File: config.mk
export PLATFORM = sky130hd
export DESIGN_NAME = ldr_cell
export DESIGN_NICKNAME = d
export VERILOG_FILES = /design/src/inc/ldr_pkg.sv /design/src/rtl/ldr_cell.sv /design/src/rtl/ldr_lut16.sv
export VERILOG_INCLUDE_DIRS = /design/src /design/src/inc
export SDC_FILE = /design/constraint.sdc
export NUM_CORES = 1
export LEC_CHECK = 0
export BUFFER_PORTS_ARGS = -buffer_cell sky130_fd_sc_hd__buf_4
export CAP_MARGIN = 30
export CORE_MARGIN = 5
export CORE_UTILIZATION = 42
export CTS_CLUSTER_DIAMETER = 200
export DETAILED_ROUTE_END_ITERATION = 12
export GPL_TIMING_DRIVEN = 0
export PLACE_DENSITY_LB_ADDON = 0.25
export SYNTH_ARGS = -nofsm -noshare
export SYNTH_HDL_FRONTEND = slang
export SYNTH_HIERARCHICAL = 1
export SYNTH_SLANG_ARGS = --single-unit
File: constraint.sdc
create_clock -name clk_i -period 19.9 [get_ports clk_i]
set_input_delay 3.98 -clock clk_i [delete_from_list [all_inputs] [get_ports clk_i]]
set_output_delay 3.98 -clock clk_i [all_outputs]
set_load 0.05 [all_outputs]
File: src/inc/ldr_regs.svh
// offsets, fields, reset values and timing counts for the lut ram cell
`ifndef LDR_REGS_SVH
`define LDR_REGS_SVH
`define LDR_CLK_PERIOD_NS   10
`define LDR_OFF_CONFIG      32'h0000_0000
`define LDR_OFF_ADDR        32'h0000_0004
`define LDR_OFF_DATA        32'h0000_0008
`define LDR_OFF_STATUS      32'h0000_000c
`define LDR_OFF_FLOGIC      32'h0000_0010
`define LDR_OFF_INIT_F      32'h0000_0014
`define LDR_OFF_INIT_G      32'h0000_0018
`define LDR_CFG_MODE_LSB    0
`define LDR_CFG_ASYNC_BIT   3
`define LDR_CFG_FALL_BIT    4
`define LDR_CFG_FFSEL_LSB   5
`define LDR_CFG_RESET       32'h0000_0000
`define LDR_FLOGIC_RESET    32'h0000_0000
`define LDR_INIT_RESET      16'h0000
`define LDR_SLVERR          2'b10
`define LDR_OKAY            2'b00
`endif

File: src/inc/ldr_pkg.sv
// types for the lut ram cell
package ldr_pkg;
	typedef enum logic [2:0] {
		LDR_LOGIC,
		LDR_SP16X1,
		LDR_SP16X2,
		LDR_SP32X1,
		LDR_DP16X1
	} ldr_mode_e;
	typedef enum logic [1:0] {
		LDR_FF_F,
		LDR_FF_G,
		LDR_FF_H,
		LDR_FF_D0
	} ldr_ffsel_e;
	typedef logic [15:0] ldr_table_t;
endpackage

File: src/rtl/ldr_cell.sv
// logic cell with two look-up tables usable as distributed ram
// Function
// - two independent 16x1 memories, shared/separate address
// - 32x1: second data input is address bit
// - one table ram, others do logic
// - sync mode writes only on chosen edge
// - async mode: enable level is strobe
// - one timing mode for both tables
// - dual port: one write, two reads
// - reads combinational in every mode
// - four table inputs form address
// - control inputs become data and enable
// - table output leaves directly or registered; here every output is registered
// - third table and flip-flop source select
// - edge samples address, data, enable, then writes
// - write edge rising default or falling; here the fall bit picks which alternate rising edge writes
// - one write polarity for both tables
// - write enable active high, not invertible
// - dual port: primary address reads first, writes
// - dual port: second address reads second table
// - dual port always edge timed
// - async mode writes while enable high
// - contents loaded at configuration, reset untouched
//
// The placing of the registers and register access over AXI4-Lite were left to the implementer.
`timescale 1ns/10ps
`include "ldr_regs.svh"
module ldr_cell (
	input  wire logic        clk_i,
	input  wire logic        rst_i,
	input  wire logic [3:0]  first_table_inputs_i,
	input  wire logic [3:0]  second_table_inputs_i,
	input  wire logic        write_data_first_i,
	input  wire logic        write_data_second_i,
	input  wire logic        write_enable_i,
	input  wire logic        third_table_input_one_i,
	input  wire logic [31:0] s_axi_awaddr,
	input  wire logic        s_axi_awvalid,
	output      logic        s_axi_awready,
	input  wire logic [31:0] s_axi_wdata,
	input  wire logic [3:0]  s_axi_wstrb,
	input  wire logic        s_axi_wvalid,
	output      logic        s_axi_wready,
	output      logic [1:0]  s_axi_bresp,
	output      logic        s_axi_bvalid,
	input  wire logic        s_axi_bready,
	input  wire logic [31:0] s_axi_araddr,
	input  wire logic        s_axi_arvalid,
	output      logic        s_axi_arready,
	output      logic [31:0] s_axi_rdata,
	output      logic [1:0]  s_axi_rresp,
	output      logic        s_axi_rvalid,
	input  wire logic        s_axi_rready,
	output      logic        single_port_output_o,
	output      logic        dual_port_output_o,
	output      logic        third_table_output_o,
	output      logic        cell_ff_o
);
	import ldr_pkg::*;

	logic [31:0] config_reg;
	logic [31:0] flogic;
	logic [15:0] init_f;
	logic [15:0] init_g;
	logic        load_f;
	logic        load_g;
	ldr_mode_e   mode;
	ldr_ffsel_e  ffsel;
	logic        async_mode;
	logic        fall_edge;
	logic [3:0]  a_s1;
	logic [3:0]  a_s2;
	logic [3:0]  b_s1;
	logic [3:0]  b_s2;
	logic [3:0]  c_s1;
	logic [3:0]  c_s2;
	logic        edge_seen;
	logic        f_out;
	logic        g_out;
	logic        f_wr;
	logic        g_wr;
	logic        f_din;
	logic        g_din;
	logic [3:0]  f_waddr;
	logic [3:0]  g_waddr;
	logic [3:0]  g_raddr;
	logic        next_spo;
	logic        next_dpo;
	logic        next_h;
	logic        next_ff;
	logic        aw_held;
	logic        w_held;
	logic [31:0] aw_addr;
	logic [31:0] w_data;
	logic [3:0]  w_strb;
	logic        wr_go;
	logic        wr_hit;
	logic [31:0] rd_val;
	logic        rd_hit;

	assign mode       = ldr_mode_e'(config_reg[`LDR_CFG_MODE_LSB +: 3]);
	assign ffsel      = ldr_ffsel_e'(config_reg[`LDR_CFG_FFSEL_LSB +: 2]);
	// dual port forces edge timing regardless of the async bit
	assign async_mode = config_reg[`LDR_CFG_ASYNC_BIT] && (mode != LDR_DP16X1);
	assign fall_edge  = config_reg[`LDR_CFG_FALL_BIT];

	// pins come from fabric outside our clock: two flops each
	always_ff @(posedge clk_i or posedge rst_i) begin
		if (rst_i) begin
			a_s1 <= 4'h0;
			a_s2 <= 4'h0;
			b_s1 <= 4'h0;
			b_s2 <= 4'h0;
			c_s1 <= 4'h0;
			c_s2 <= 4'h0;
		end else begin
			a_s1 <= first_table_inputs_i;
			a_s2 <= a_s1;
			b_s1 <= second_table_inputs_i;
			b_s2 <= b_s1;
			c_s1 <= {third_table_input_one_i, write_enable_i, write_data_second_i,
				write_data_first_i};
			c_s2 <= c_s1;
		end
	end

	// one clock only: the write clock phase is a toggle of the system clock,
	// so a sync write lands on every other edge, the fall bit picking which
	always_ff @(posedge clk_i or posedge rst_i) begin
		if (rst_i) begin
			edge_seen <= 1'b0;
		end else begin
			edge_seen <= ~edge_seen;
		end
	end

	// write strobe: sync samples enable on the selected phase, async follows level
	logic sync_edge;
	assign sync_edge = fall_edge ? edge_seen : ~edge_seen;
	logic wr_strobe;
	assign wr_strobe = async_mode ? c_s2[2] : (c_s2[2] & sync_edge);

	always_comb begin
		f_wr    = 1'b0;
		g_wr    = 1'b0;
		f_din   = c_s2[0];
		g_din   = c_s2[1];
		f_waddr = a_s2;
		g_waddr = b_s2;
		g_raddr = b_s2;
		case (mode)
			LDR_SP16X1: begin
				f_wr = wr_strobe;
			end
			LDR_SP16X2: begin
				f_wr = wr_strobe;
				g_wr = wr_strobe;
			end
			LDR_SP32X1: begin
				// second data input picks the table, first is the data
				f_wr    = wr_strobe & ~c_s2[1];
				g_wr    = wr_strobe & c_s2[1];
				g_din   = c_s2[0];
				g_waddr = a_s2;
				g_raddr = a_s2;
			end
			LDR_DP16X1: begin
				f_wr    = wr_strobe;
				g_wr    = wr_strobe;
				g_din   = c_s2[0];
				g_waddr = a_s2;
				g_raddr = b_s2;
			end
			default: begin
				f_wr = 1'b0;
			end
		endcase
	end

	// tables hold their contents across rst_i; only a config load or a ram write changes them
	ldr_lut16 u_f (
		.clk_i      (clk_i),
		.load_i     (load_f),
		.load_val_i (init_f),
		.wr_i       (f_wr),
		.wr_addr_i  (f_waddr),
		.wr_data_i  (f_din),
		.rd_addr_i  (a_s2),
		.rd_data_o  (f_out)
	);

	ldr_lut16 u_g (
		.clk_i      (clk_i),
		.load_i     (load_g),
		.load_val_i (init_g),
		.wr_i       (g_wr),
		.wr_addr_i  (g_waddr),
		.wr_data_i  (g_din),
		.rd_addr_i  (g_raddr),
		.rd_data_o  (g_out)
	);

	// in logic mode tables are lookup functions of their pins
	always_comb begin
		next_spo = f_out;
		next_dpo = g_out;
		if (mode == LDR_SP32X1) begin
			next_spo = c_s2[1] ? g_out : f_out;
		end else if (mode == LDR_LOGIC) begin
			next_spo = flogic[a_s2];
		end
		// third table: programmable function of f, g and second data input
		next_h = flogic[{1'b1, f_out, g_out, c_s2[1]}];
		case (ffsel)
			LDR_FF_F:  next_ff = f_out;
			LDR_FF_G:  next_ff = g_out;
			LDR_FF_H:  next_ff = next_h;
			default:   next_ff = c_s2[0];
		endcase
	end

	// outputs registered, so reads reach the pins one cycle after the address
	always_ff @(posedge clk_i or posedge rst_i) begin
		if (rst_i) begin
			single_port_output_o <= 1'b0;
			dual_port_output_o   <= 1'b0;
			third_table_output_o <= 1'b0;
			cell_ff_o            <= 1'b0;
		end else begin
			single_port_output_o <= next_spo;
			dual_port_output_o   <= next_dpo;
			third_table_output_o <= next_h;
			cell_ff_o            <= next_ff;
		end
	end

	// axi4-lite write side
	assign wr_go = aw_held && w_held && !s_axi_bvalid;
	always_comb begin
		wr_hit = 1'b1;
		if (aw_addr[7:0] == `LDR_OFF_CONFIG) begin
			wr_hit = 1'b1;
		end else if (aw_addr[7:0] == `LDR_OFF_FLOGIC) begin
			wr_hit = 1'b1;
		end else if (aw_addr[7:0] == `LDR_OFF_INIT_F) begin
			wr_hit = 1'b1;
		end else if (aw_addr[7:0] == `LDR_OFF_INIT_G) begin
			wr_hit = 1'b1;
		end else begin
			wr_hit = 1'b0;
		end
	end

	always_ff @(posedge clk_i or posedge rst_i) begin
		if (rst_i) begin
			aw_held       <= 1'b0;
			w_held        <= 1'b0;
			aw_addr       <= 32'h0000_0000;
			w_data        <= 32'h0000_0000;
			w_strb        <= 4'h0;
			s_axi_awready <= 1'b0;
			s_axi_wready  <= 1'b0;
			s_axi_bvalid  <= 1'b0;
			s_axi_bresp   <= `LDR_OKAY;
		end else begin
			s_axi_awready <= !aw_held && !s_axi_awready && s_axi_awvalid;
			s_axi_wready  <= !w_held && !s_axi_wready && s_axi_wvalid;
			if (s_axi_awvalid && s_axi_awready) begin
				aw_held <= 1'b1;
				aw_addr <= s_axi_awaddr;
			end
			if (s_axi_wvalid && s_axi_wready) begin
				w_held <= 1'b1;
				w_data <= s_axi_wdata;
				w_strb <= s_axi_wstrb;
			end
			if (wr_go) begin
				aw_held      <= 1'b0;
				w_held       <= 1'b0;
				s_axi_bvalid <= 1'b1;
				s_axi_bresp  <= wr_hit ? `LDR_OKAY : `LDR_SLVERR;
			end else if (s_axi_bvalid && s_axi_bready) begin
				s_axi_bvalid <= 1'b0;
			end
		end
	end

	// register contents; byte lanes honoured
	always_ff @(posedge clk_i or posedge rst_i) begin
		if (rst_i) begin
			config_reg <= `LDR_CFG_RESET;
			flogic     <= `LDR_FLOGIC_RESET;
			init_f     <= `LDR_INIT_RESET;
			init_g     <= `LDR_INIT_RESET;
			load_f     <= 1'b0;
			load_g     <= 1'b0;
		end else begin
			load_f <= 1'b0;
			load_g <= 1'b0;
			if (wr_go) begin
				for (int i = 0; i < 4; i++) begin
					if (w_strb[i]) begin
						if (aw_addr[7:0] == `LDR_OFF_CONFIG) begin
							config_reg[i*8 +: 8] <= w_data[i*8 +: 8];
						end else if (aw_addr[7:0] == `LDR_OFF_FLOGIC) begin
							flogic[i*8 +: 8] <= w_data[i*8 +: 8];
						end else if (aw_addr[7:0] == `LDR_OFF_INIT_F && i < 2) begin
							init_f[i*8 +: 8] <= w_data[i*8 +: 8];
						end else if (aw_addr[7:0] == `LDR_OFF_INIT_G && i < 2) begin
							init_g[i*8 +: 8] <= w_data[i*8 +: 8];
						end
					end
				end
				// configuration load: a write to an init word loads that table
				load_f <= (aw_addr[7:0] == `LDR_OFF_INIT_F);
				load_g <= (aw_addr[7:0] == `LDR_OFF_INIT_G);
			end
		end
	end

	// axi4-lite read side
	always_comb begin
		rd_val = 32'h0000_0000;
		rd_hit = 1'b1;
		if (s_axi_araddr[7:0] == `LDR_OFF_CONFIG) begin
			rd_val = config_reg;
		end else if (s_axi_araddr[7:0] == `LDR_OFF_ADDR) begin
			rd_val = {24'h00_0000, b_s2, a_s2};
		end else if (s_axi_araddr[7:0] == `LDR_OFF_DATA) begin
			rd_val = {28'h000_0000, c_s2};
		end else if (s_axi_araddr[7:0] == `LDR_OFF_STATUS) begin
			rd_val = {27'h000_0000, async_mode, next_ff, next_h, g_out, f_out};
		end else if (s_axi_araddr[7:0] == `LDR_OFF_FLOGIC) begin
			rd_val = flogic;
		end else if (s_axi_araddr[7:0] == `LDR_OFF_INIT_F) begin
			rd_val = {16'h0000, init_f};
		end else if (s_axi_araddr[7:0] == `LDR_OFF_INIT_G) begin
			rd_val = {16'h0000, init_g};
		end else begin
			rd_hit = 1'b0;
		end
	end

	always_ff @(posedge clk_i or posedge rst_i) begin
		if (rst_i) begin
			s_axi_arready <= 1'b0;
			s_axi_rvalid  <= 1'b0;
			s_axi_rdata   <= 32'h0000_0000;
			s_axi_rresp   <= `LDR_OKAY;
		end else begin
			s_axi_arready <= !s_axi_arready && !s_axi_rvalid && s_axi_arvalid;
			if (s_axi_arvalid && s_axi_arready) begin
				s_axi_rvalid <= 1'b1;
				s_axi_rdata  <= rd_val;
				s_axi_rresp  <= rd_hit ? `LDR_OKAY : `LDR_SLVERR;
			end else if (s_axi_rvalid && s_axi_rready) begin
				s_axi_rvalid <= 1'b0;
			end
		end
	end
endmodule

File: src/rtl/ldr_lut16.sv
// one 16-entry look-up table usable as ram
`timescale 1ns/10ps
module ldr_lut16 (
	input  wire logic        clk_i,
	input  wire logic        load_i,
	input  wire logic [15:0] load_val_i,
	input  wire logic        wr_i,
	input  wire logic [3:0]  wr_addr_i,
	input  wire logic        wr_data_i,
	input  wire logic [3:0]  rd_addr_i,
	output      logic        rd_data_o
);
	logic [15:0] cells;

	// contents have no reset: only a load changes them outside writes
	always_ff @(posedge clk_i) begin
		if (load_i) begin
			cells <= load_val_i;
		end else if (wr_i) begin
			cells[wr_addr_i] <= wr_data_i;
		end
	end

	assign rd_data_o = cells[rd_addr_i];
endmodule

==> implementation parameters <==
Parameter                              Value

GRT
  Total routing usage reported by global routing ... 19.60%
  Vias in the first global route ... 7,872
  Initial antenna violation count ... 1
  Leftover overflow at the end of global routing ... 0
  Global-route wire length before repair ... approximately 45,000 um
  Largest net degree at the start of global routing ... about 110

Yosys
  Share of flip-flops with an asynchronous set or reset ... between 80 and 90%
  Number of distinct library cell variants in the gate-level netlist after synthesis ... 58
  Summed instance area of the synthesized netlist ... about 11,000 um2
  Xor/xnor share of the synthesized area ... less than 1%
  Average instance area after synthesis ... 12.76 um2
  Synth Area in Compound Gates ... between 10% and 20%
  Mux cell area share after synthesis ... between 10% and 20%
  Most instantiated flip-flop cell in the synthesis netlist ... dfrtp_1
  Synthesis Warnings ... 6
  Portion of synthesized cell area occupied by the leading cell type ... between 40% and 50%
  Combinational family with the most area after synthesis ... multiplexers
  Post-Synth Simple-Gate Area ... a little under a tenth
  EDFF count, synth ... 32
  Synthesis-stage register bit count ... 244
  Cell taking the most area after synthesis ... dfrtp_1
  Cells after Synth ... ~860
  Sequential element share of the synthesized area ... 56.83%
  Area contributors post-synth ... dfrtp_1, mux2_2, edfxtp_1
  Adder and majority cell fraction of the synthesized area ... less than 1%

Floorplan
  Number of placement rows ... between 50 and 60
  Core outline area ... 25,980 um2
  Initial Utilization ... 42.44%
  X dimension of the die ... about 170 um
  I/O Pins ... 164
  Die span in y ... between 150 and 200 um
  Die area ... between 20,000 and 30,000 um2

Clock tree
  Number of setup buffers added after CTS ... 0
  H-tree depth ... 1
  CTS tree ... built
  Worst-Skew Late Latency ... between 500 and 600 ps
  Number of clock sinks seen by CTS ... approximately 240
  PostCTS Resize Cnt ... 0
  CTS max path bufs ... 3
  Number of clock buffers inserted by TritonCTS ... 27
  Clock-pin slew reported for the worst setup and hold paths after clock tree synthesis ... ~60 ps
  Root buffer selected by CTS ... clkbuf_16
  Number of hold-repair buffers added at the cts stage ... 0

Routing
  Antenna viol nets, final ... 0
  Via density per instance ... 5.645
  Number of DRC markers in iteration 0 ... approximately 480
  Post-DR wirelength/cell ... between 20 and 25 um
  First-pass iteration count of the detailed router ... 4
  Total length of routed wires ... between 20,000 and 30,000 um
  Routed via count ... 7,694
  Number of remaining DRC errors ... 0

Final layout
  Number of nets in the layout ... 1,127
  Antenna Diode Count ... 0
  Fraction of layout instances using a drive strength above 1 ... approximately a third
  Layout-stage area growth over the synthesis result ... 20.48%

Timing
  Clock Skews ... 17.38 ps
  Count of endpoints failing setup in the final report ... 0
  Period utilisation layout ... about 29%
  TNS Setup ... 0 ps
  Setup repair after global routing missed its margin ... no
  Max-Slew Margin vs Limit ... approximately 30%
  Transition time at the pin with the least slew margin ... roughly 1000 ps
  Tightest hold margin ... approximately 350 ps
  Maximum clock frequency ... 174.7 MHz
  Number of hold violations in the final report ... 0
  Max-slew violation total from the final report ... 0
  Final period demand of the worst path ... 5724 ps

Critical path
  Critical path class ... primary input to flop
  Required time worst endpoint ... between 20,000 and 25,000 ps
  Crit-path cells ... buf_4 -> or4b_2 -> nor3_1 -> buf_6 -> a22oi_1 -> o21ai_0
  Maximum fanout encountered on the critical timing path ... 10
  Critical path buffer and inverter count ... 2
  Largest delay contributor family on the critical path ... simple AND/OR/NAND/NOR gates
  Delay of the slowest cell on the worst path ... 830 ps
  Critical Path Source Type ... primary input
  Cell with the largest stage delay on the worst path ... nor3_1
  Arr. time, crit path ... 6190 ps
  Critical path capture point type ... flop

Power and ir drop
  Pwr dens ... roughly 110 nW/um2
  Part of the power in combinational logic ... between 10% and 20%
  Leakage power ... about 6 nW
  Internal portion of total power ... 0.001020 W
  Peak VDD IR ... 0.00007416 V
  Clock network fraction of total power ... roughly 37%
  Net switching power ... slightly above 0.0004 W
  Flop pwr share ... 46.5%
  Power after layout ... ~0.0014 W
  Net Sw Frac ... between 20% and 30%

Placed design
  Count of port buffers added during placement ... 111
  Placer's final routability congestion estimate ... between 0.9 and 1
  DP Wirelength ... 20,430 um

Min path
  Path class of the lowest-slack min-delay path ... flop to flop

Run
  Number of violations of the max-capacitance limit ... 0

Outcome
  Run status ... completed
[power groups by stage]
stage / registers, W / logic, W / clock network [W]
5_1_grt: 0.000679 / 0.000260 / 0.000564
2_1_floorplan: 0.000686 / 0.000135 / 0
4_1_cts: 0.000666 / 0.000240 / 0.000541
3_3_place_gp: 0.000672 / 0.000233 / 0
6_report: 0.000666 / 0.000238 / 0.000529
3_5_place_dp: 0.000675 / 0.000239 / 0
[per-stage QoR]
stage / cell area [um2] / std cells / setup WS (ps) / util, %
2_1_floorplan: 11030 / 865 / 10130 / -
3_3_place_gp: 12280 / 1311 / 7567 / 47.27
3_5_place_dp: 12330 / 1314 / 13600 / 47.44
4_1_cts: 13290 / 1363 / 14200 / 51.13
5_1_grt: 13290 / 1363 / 13990 / 51.13
6_report: 13290 / 1363 / 14180 / 51.13
[path summary, 6_finish.rpt]
kind	startpoint	to	slack (ps)	depth (start not counted)
worst min-delay path	c_s1[2]	c_s2[2]	350	0
worst max-delay path	s_axi_araddr[7]	s_axi_rdata[21]	14180	6
worst max register to register	a_s2[0]	s_axi_rdata[3]	15780	12
worst min register to register	c_s1[2]	c_s2[2]	350	0
min in group asynchronous	rst_i	b_s1[1]	3570	2
max in group asynchronous	rst_i	init_f[14]	15340	3
[Yosys cell counts, types with 10 or more instances]
cell type	n
nor2b_1	13
inv_1	12
nor3b_1	13
mux2_2	142
nor2_1	14
a22o_1	21
nor3_1	13
a21oi_1	21
dfrtp_1	212
a22oi_1	25
o31ai_1	10
o21a_1	10
o21ai_0	68
nand3_1	12
edfxtp_1	32
mux2i_1	21
clkbuf_1	30
nand2_1	68
[metal layers]
| layer | track usage, % | share of wire, % | up-vias | wire (um) |
|---|---|---|---|---|
| li1 | - | - | 3505 | - |
| met1 | 26.92 | 42 | 3871 | 12030 |
| met2 | 31.66 | 48 | 265 | 13600 |
| met3 | 5.121 | 7.8 | 51 | 2220 |
| met4 | 4.238 | 2.2 | 2 | 630 |
| met5 | 0 | 0.046 | - | 13 |
[cells by family after synthesis]
| family | count (synthesis) |
|---|---|
| flops | 244 |
| simple gates | 188 |
| compound gates | 187 |
| mux | 180 |
| buf+inv | 62 |
| fa+ha+maj | 1 |
| other cells | 1 |
| xor+xnor | 1 |
[worst register-to-register path: cells and delay by family, from the launching register on]
kind | cells | cell delay [ps]
compound gates | 2 | 400
simple gates | 2 | 270
buf+inv | 3 | 1040
mux | 5 | 1610
flops | 1 | 680
[cell usage in the layout (no fill, tap or decap), drive strengths merged, types with 20 or more instances in the layout]
cell type,Yosys,routed
a21oi,21,21
o21ai,68,68
a22oi,25,25
dfrtp,212,212
mux2,147,147
nand3,20,20
nand2,68,68
buf,18,132
edfxtp,32,32
clkbuf,30,69
a22o,21,21
mux2i,21,21
[area by class of cell]
class                           instances  area [um2]
Inverter                               14       60.06
Timing Repair Buffer                  114       869.6
Clock buffer                           39       812.0
Sequential cell                       244        6266
Buffer                                 48       240.2
Clock inverter                         10       146.4
Tap cell                              335       419.2
Fill cell                            2297       12700
Multi-Input combinational cell        559        4472
Note: power is estimated with default switching activity, not from simulation.
